**src/hdl/sss_params.svh**
```systemverilog
// Constants for the station status byte block
`ifndef SSS_PARAMS_SVH
`define SSS_PARAMS_SVH
`define SSS_B2_DEACT 7
`define SSS_B2_RSVD 6
`define SSS_B2_SYNC 5
`define SSS_B2_FREEZE 4
`define SSS_B2_WD 3
`define SSS_B2_SLAVE 2
`define SSS_B2_STAT 1
`define SSS_B2_PRM 0
`define SSS_B3_OVF 7
`define SSS_BYTE_RST 8'h00
`define SSS_CNT_W 8
`define SSS_DIAG_CAP 8'h08
`define SSS_TEL_CAP 8'h04
`define SSS_CNT_ZERO 8'h00
`define SSS_CNT_ONE 8'h01
`endif

```
**src/hdl/sss_pkg.sv**
```systemverilog
// Types for the station status byte block
package sss_pkg;
    typedef logic [7:0] sss_byte_t;
    typedef enum logic [1:0] {
        SSS_IDLE = 2'b00,
        SSS_WAIT = 2'b01,
        SSS_ANSWER = 2'b10
    } sss_state_t;
endpackage : sss_pkg

```
**src/hdl/sss_diag_if.sv**
```systemverilog
// Diagnostic exchange between slave status logic and master
`timescale 1ns/1ps
`default_nettype none
interface sss_diag_if;
    import sss_pkg::*;
    logic diag_req;
    logic diag_ack;
    sss_byte_t stat2;
    sss_byte_t stat3;
    logic deact;
    modport slave_end (input diag_req, input deact, output diag_ack, output stat2, output stat3);
    modport master_end (output diag_req, output deact, input diag_ack, input stat2, input stat3);
endinterface : sss_diag_if
`default_nettype wire

```
**src/hdl/sss_sticky.sv**
```systemverilog
// Sticky flag: set wins over clear
`timescale 1ns/1ps
`default_nettype none
module sss_sticky
    import sss_pkg::*;
(
    input wire logic core_clk, // Clock
    input wire logic rst_b, // Sync reset, low
    input wire logic set, // Set pulse
    input wire logic clr, // Clear pulse
    output logic flag // Held flag
);
    logic next_flag;
    always_comb begin
        next_flag = flag;
        if (clr) begin
            next_flag = 1'b0;
        end
        if (set) begin
            next_flag = 1'b1;
        end
    end
    always_ff @(posedge core_clk) begin
        if (!rst_b) begin
            flag <= 1'b0;
        end else begin
            flag <= next_flag;
        end
    end
endmodule : sss_sticky
`default_nettype wire

```
**src/hdl/sss_slave_end.sv**
```systemverilog
// Slave end: builds station status bytes two and three
`timescale 1ns/1ps
`default_nettype none
`include "sss_params.svh"
module sss_slave_end
    import sss_pkg::*;
(
    input wire logic core_clk, // Clock
    input wire logic rst_b, // Sync reset, low
    sss_diag_if.slave_end dx, // Link to master
    input wire logic sync_cmd, // Sync command pulse
    input wire logic freeze_cmd, // Freeze command pulse
    input wire logic unsync_cmd, // Unsync command pulse
    input wire logic unfreeze_cmd, // Unfreeze command pulse
    input wire logic wd_enable, // Watchdog enabled level
    input wire logic not_ready, // General error level
    input wire logic prm_need, // Needs new parameters level
    input wire logic prm_done, // Parameterisation done pulse
    input wire logic chan_add, // New channel entry pulse
    input wire logic chan_rem, // Entry reported pulse
    output logic overflow // Overflow flag
);
    // Sticky command and request flags
    logic sync_flag;
    logic freeze_flag;
    logic prm_flag;

    // Pending channel entries
    logic [`SSS_CNT_W-1:0] pend;
    logic [`SSS_CNT_W-1:0] next_pend;
    logic add_only;
    logic rem_only;
    logic pend_full;
    logic pend_empty;
    logic tel_over;
    logic buf_over;
    logic next_overflow;

    // Reply path
    sss_byte_t live_stat2;
    sss_byte_t live_stat3;
    sss_byte_t next_stat2;
    sss_byte_t next_stat3;
    logic next_ack;

    // Set wins over clear, so a command meeting its undo still lands
    sss_sticky u_sync (
        .core_clk(core_clk),
        .rst_b(rst_b),
        .set(sync_cmd),
        .clr(unsync_cmd),
        .flag(sync_flag)
    );

    sss_sticky u_freeze (
        .core_clk(core_clk),
        .rst_b(rst_b),
        .set(freeze_cmd),
        .clr(unfreeze_cmd),
        .flag(freeze_flag)
    );

    // Held until the master confirms a fresh parameter set
    sss_sticky u_prm (
        .core_clk(core_clk),
        .rst_b(rst_b),
        .set(prm_need),
        .clr(prm_done),
        .flag(prm_flag)
    );

    // Add and remove in one cycle cancel
    assign add_only = chan_add && !chan_rem;
    assign rem_only = chan_rem && !chan_add;
    assign pend_full = (pend == {`SSS_CNT_W{1'b1}});
    assign pend_empty = (pend == `SSS_CNT_ZERO);

    // Count saturates both ways rather than wrapping into a false clear
    always_comb begin
        next_pend = pend;
        if (add_only && !pend_full) begin
            next_pend = pend + `SSS_CNT_ONE;
        end else if (rem_only && !pend_empty) begin
            next_pend = pend - `SSS_CNT_ONE;
        end
        tel_over = (next_pend > `SSS_TEL_CAP);
        buf_over = (next_pend > `SSS_DIAG_CAP);
        // Telegram limit is the lower one, so it decides in practice
        next_overflow = tel_over || buf_over;
    end

    always_ff @(posedge core_clk) begin
        if (!rst_b) begin
            pend <= `SSS_CNT_ZERO;
            overflow <= 1'b0;
        end else begin
            pend <= next_pend;
            overflow <= next_overflow;
        end
    end

    // Live status; reserved positions are never written high
    always_comb begin
        live_stat2 = `SSS_BYTE_RST;
        live_stat3 = `SSS_BYTE_RST;
        live_stat2[`SSS_B2_DEACT] = dx.deact;
        live_stat2[`SSS_B2_RSVD] = 1'b0;
        live_stat2[`SSS_B2_SYNC] = sync_flag;
        live_stat2[`SSS_B2_FREEZE] = freeze_flag;
        live_stat2[`SSS_B2_WD] = wd_enable;
        live_stat2[`SSS_B2_SLAVE] = 1'b1;
        live_stat2[`SSS_B2_STAT] = not_ready;
        live_stat2[`SSS_B2_PRM] = prm_flag;
        live_stat3[`SSS_B3_OVF] = overflow;
    end

    // One answer per request, one cycle later
    always_comb begin
        next_ack = 1'b0;
        if (dx.diag_req) begin
            next_ack = 1'b1;
        end
    end

    always_ff @(posedge core_clk) begin
        if (!rst_b) begin
            dx.diag_ack <= 1'b0;
        end else begin
            dx.diag_ack <= next_ack;
        end
    end

    // Bytes are taken once per request so a reply is self-consistent
    always_comb begin
        next_stat2 = dx.stat2;
        if (dx.diag_req) begin
            next_stat2 = live_stat2;
        end
    end

    always_ff @(posedge core_clk) begin
        if (!rst_b) begin
            dx.stat2 <= `SSS_BYTE_RST;
        end else begin
            dx.stat2 <= next_stat2;
        end
    end

    // Byte three follows the same request as byte two
    always_comb begin
        next_stat3 = dx.stat3;
        if (dx.diag_req) begin
            next_stat3 = live_stat3;
        end
    end

    always_ff @(posedge core_clk) begin
        if (!rst_b) begin
            dx.stat3 <= `SSS_BYTE_RST;
        end else begin
            dx.stat3 <= next_stat3;
        end
    end
endmodule : sss_slave_end
`default_nettype wire

```
**src/flat_wrapper.sv**
```systemverilog
// flat-port wrapper written by rule: the top's interface ports become plain ports
module sss_slave_end_flat import sss_pkg::*;
  (core_clk, rst_b, sync_cmd, freeze_cmd, unsync_cmd, unfreeze_cmd, wd_enable, not_ready, prm_need, prm_done, chan_add, chan_rem, overflow, dx_diag_req, dx_deact, dx_diag_ack, dx_stat2, dx_stat3);
  sss_diag_if dx_i ();
  input wire logic core_clk;
  input wire logic rst_b;
  input wire logic sync_cmd;
  input wire logic freeze_cmd;
  input wire logic unsync_cmd;
  input wire logic unfreeze_cmd;
  input wire logic wd_enable;
  input wire logic not_ready;
  input wire logic prm_need;
  input wire logic prm_done;
  input wire logic chan_add;
  input wire logic chan_rem;
  output logic overflow;
  input wire logic [$bits(dx_i.diag_req)-1:0] dx_diag_req;
  input wire logic [$bits(dx_i.deact)-1:0] dx_deact;
  output wire logic [$bits(dx_i.diag_ack)-1:0] dx_diag_ack;
  output wire logic [$bits(dx_i.stat2)-1:0] dx_stat2;
  output wire logic [$bits(dx_i.stat3)-1:0] dx_stat3;
  assign dx_i.diag_req = dx_diag_req;
  assign dx_i.deact = dx_deact;
  assign dx_diag_ack = dx_i.diag_ack;
  assign dx_stat2 = dx_i.stat2;
  assign dx_stat3 = dx_i.stat3;
  sss_slave_end u_core (.core_clk(core_clk), .rst_b(rst_b), .dx(dx_i), .sync_cmd(sync_cmd), .freeze_cmd(freeze_cmd), .unsync_cmd(unsync_cmd), .unfreeze_cmd(unfreeze_cmd), .wd_enable(wd_enable), .not_ready(not_ready), .prm_need(prm_need), .prm_done(prm_done), .chan_add(chan_add), .chan_rem(chan_rem), .overflow(overflow));
endmodule
```
**config.mk**
```make
export PLATFORM = sky130hd
export DESIGN_NAME = sss_slave_end_flat
export DESIGN_NICKNAME = d
export VERILOG_FILES = /design/src/hdl/sss_pkg.sv /design/src/hdl/sss_diag_if.sv /design/src/hdl/sss_sticky.sv /design/src/hdl/sss_slave_end.sv /design/src/flat_wrapper.sv
export VERILOG_INCLUDE_DIRS = /design/src /design/src/hdl
export SDC_FILE = /design/constraint.sdc
export NUM_CORES = 1
export LEC_CHECK = 0
export BUFFER_PORTS_ARGS = -buffer_cell sky130_fd_sc_hd__clkbuf_2
export CAP_MARGIN = 20
export CORE_MARGIN = 4
export CORE_UTILIZATION = 45
export CTS_CLUSTER_SIZE = 25
export DETAILED_ROUTE_END_ITERATION = 8
export GPL_TIMING_DRIVEN = 0
export PLACE_DENSITY = 0.69
export SYNTH_ARGS = -nofsm -noshare
export SYNTH_HDL_FRONTEND = slang
export SYNTH_HIERARCHICAL = 1
export SYNTH_SLANG_ARGS = --single-unit
export TNS_END_PERCENT = 1
```
**constraint.sdc**
```tcl
create_clock -name core_clk -period 2.8 [get_ports core_clk]
set_input_delay 0.42 -clock core_clk [delete_from_list [all_inputs] [get_ports core_clk]]
set_output_delay 0.42 -clock core_clk [all_outputs]
set_load 0.01 [all_outputs]
```
==> metrics.cfg <==
[run_status]
outcome = complete, no violations

[critical_path]
r2r_start = u_core/pend[0]
start_kind = register
path_cells = inv_1 -> ha_1 -> nor4bb_1 -> o21ai_1 -> o32ai_1 -> xor2_1 -> or2_0 -> o41a_1
worst_setup_path_end_kind = register
slowest_delay_ns = 0.39
worstPathArrival_ns = 2.59
rr_worst_depth = 8
cp_slowest_cell = dfxtp_1
path_buf_inv = 1
rrSetupSlack_ns = 0.41
cp-startpoint = u_core/pend[0]
required_ns = 2.99
crit_fanout = 6
path_class = register to register
crit_family = compound AO/OA/AOI/OAI gates
r2r_end = u_core/overflow
cp.depth = 8

[sta]
finalCritPeriodShare_pct = 85.5
setup_viol = 0
fin_skew_ns = 0.00773
rsz0062_at_grt = false
fmax_mhz = 418
final_hold_viol_count = 0
maxSlewViolCount = 0
layout_min_cycle_time_ns = 2.39
finalSetupTns_ns = 0
slew_headroom_pct = 62.2
worst_pin_slew_ns = 0.568
hold-worst-slack_ns = 0.319

[floorplanning]
io_pins = 32
die_area_um2 = 3410
die-height_um = 58.4
start_util_pct = 46.6
die_w_um = 58.4
core_area_um2 = 2450
rows = 18

[clocking]
worst_skew_pair.late_latency_ns = 0.30
htree_levels = 1
root_buffer = clkbuf_4
cts_buffer_depth = 2
clk_pin_slew_worst_paths_ns = 0.12
post_cts_buffers = 0
postCtsHoldBufs = 0
cts_tree = built
post_cts_resized = 0
cts_buffers = 3
cts.sinks = 21

[synth]
synth_edf_count = 0
syn_area_um2 = 1140
synth_warnings = 6
yosys-top-cells-count = 21 x dfxtp_1, 10 x nor2b_1, 8 x buf_4, 8 x mux2i_1
ys_ff_latch = 21
syn_inst = 121
synth_top_flop_cell = dfxtp_1
yosysTopAreaCell = dfxtp_1
ys_async_sr_fraction_pct = 0
synthAdderAreaFrac_pct = 2.19
yosysTopAreaCellShare_pct = 36.8
ys_seq_area_share_pct = 36.8
synth_xor_area_share_pct = 3.83
ys_types = 40
synth.area.mux_share_pct = 7.00
synth.avg_cell_area_um2 = 9.45
synth_most_common_cell = dfxtp_1
synth_compound_area_share_pct = 16.7
synth_top_family_by_area = simple AND/OR/NAND/NOR gates
yosys.area_share.simple_pct = 25.3
synth.area.top_cells = dfxtp_1 37%, mux2i_1 7.0%, nor2b_1 5.5%, buf_4 5.3%, o21a_1 3.9%

[power]
p_leak_uw = 0.000598
power_density_nw_per_um2 = 621
vdd_drop_max_mv = 0.412
total_power_uw = 835

[run]
max_cap_violations = 0

[min_path]
hold_path.startpoint = sync_cmd
min_path_type = input port to register
min_to = u_core/u_sync/flag
worstHoldPathCells = 2

[global_route]
grt_start_max_net_pins = 13
grt.total_usage_pct = 14.3
grt-ovfl-total = 0
grt_pass1_wl_um = 3900
grt_pass1_vias = 937
antenna_found_initial = 0

[place]
gp_congestion = 0.773
dp_hpwl_um = 1740
place_area_um2 = 1320
io_buffers = 22

[layout]
final_layout_size_suffix_gt1_share_pct = 26.0
diodes = 0
areaGrowthSynthToFinish_pct = 17.6
fin_nets = 171
fin_area_um2 = 1350

[drt]
dr.pass1.iters = 4
drt-initial-drc-count = 21
viasPerCell = 5.02
ant_nets = 0
wl_um = 2200
drc = 0
num_vias = 923
wl_per_cell_um = 11.9

## sequential cells by signal (all words and copies together) (netlist names)
name                  count
u_core/u_sync/flag        1
u_core/dx.stat3           1
u_core/dx.diag_ack        1
u_core/u_prm/flag         1
u_core/u_freeze/flag      1
u_core/dx.stat2           7
u_core/overflow           1
u_core/pend               8
## per-stage QoR
stage,instances,util [%],worst slack [ns]
floorplan,128,-,0.646
global placement,180,53.7,0.485
detailed placement,180,53.7,0.454
CTS,184,54.8,0.413
global route,184,54.8,0.276
finish,184,54.8,0.405
## area by class of cell
type	count	area [um^2]
fillers	247	1110
multi-input cells	93	659
flip-flops and latches	21	420
repair buffers	22	110
plain buffers	12	82.6
well taps	30	37.5
clock buffers	3	22.5
inverters	2	7.51
clock inverters	1	5.00
## cell usage in the layout (no fill, tap or decap), drive strengths merged
master and n:
o311a 1, nand3b 1, and2 6, o21ai 4, a32oi 1, a41o 1, nand4b 1, a21oi 4
a2bb2oi 1, and4 1, o31ai 1, nor2 3, buf 9, o21a 6, nor2b 13, or4 1
nand2b 4, nor4bb 1, clkbuf 28, nand3 3, a211oi 1, xor2 1, inv 2, nand2 6
clkinv 1, nor4 1, mux2i 8, or2 1, o22a 1, xnor2 4, nor3 3, dfxtp 21
ha 2, a41oi 2, o41a 1, o32ai 1, conb 8
## logic make-up after synthesis
logic type / Yosys count
adder cells (fa/ha/maj): 2
AND/OR/NAND/NOR: 45
XOR/XNOR: 5
AO/OA/AOI/OAI: 25
multiplexers: 8
flip-flops: 21
buffers and inverters: 14
other: 1
## report_power, final
| group | total [uW] | switching [uW] | leakage (uW) | internal (uW) |
|---|---|---|---|---|
| combinational | 316 | 160 | 0.000407 | 156 |
| sequential | 378 | 39.0 | 0.000173 | 339 |
| clock | 141 | 88.0 | 0.0000177 | 53.1 |
| total | 835 | 287 | 0.000598 | 548 |
## routing by layer
layer | track usage (%) | vias to the layer above | share of wire [%]
li1 | - | 479 | -
met1 | 17.3 | 420 | 44
met2 | 25.7 | 22 | 50
met3 | 1.32 | 2 | 4.9
met4 | 5.96 | 0 | 0.87
met5 | 0 | - | 0
## worst max path at each step
| stage | end | slack, ns |
|---|---|---|
| after floorplan | u_core/overflow | 0.65 |
| after global routing | u_core/overflow | 0.28 |
| after CTS | u_core/overflow | 0.41 |
| after detailed placement | u_core/overflow | 0.45 |
| final | u_core/overflow | 0.41 |
| after global placement | u_core/overflow | 0.49 |
No activity file was read; power rests on OpenSTA's default activity.
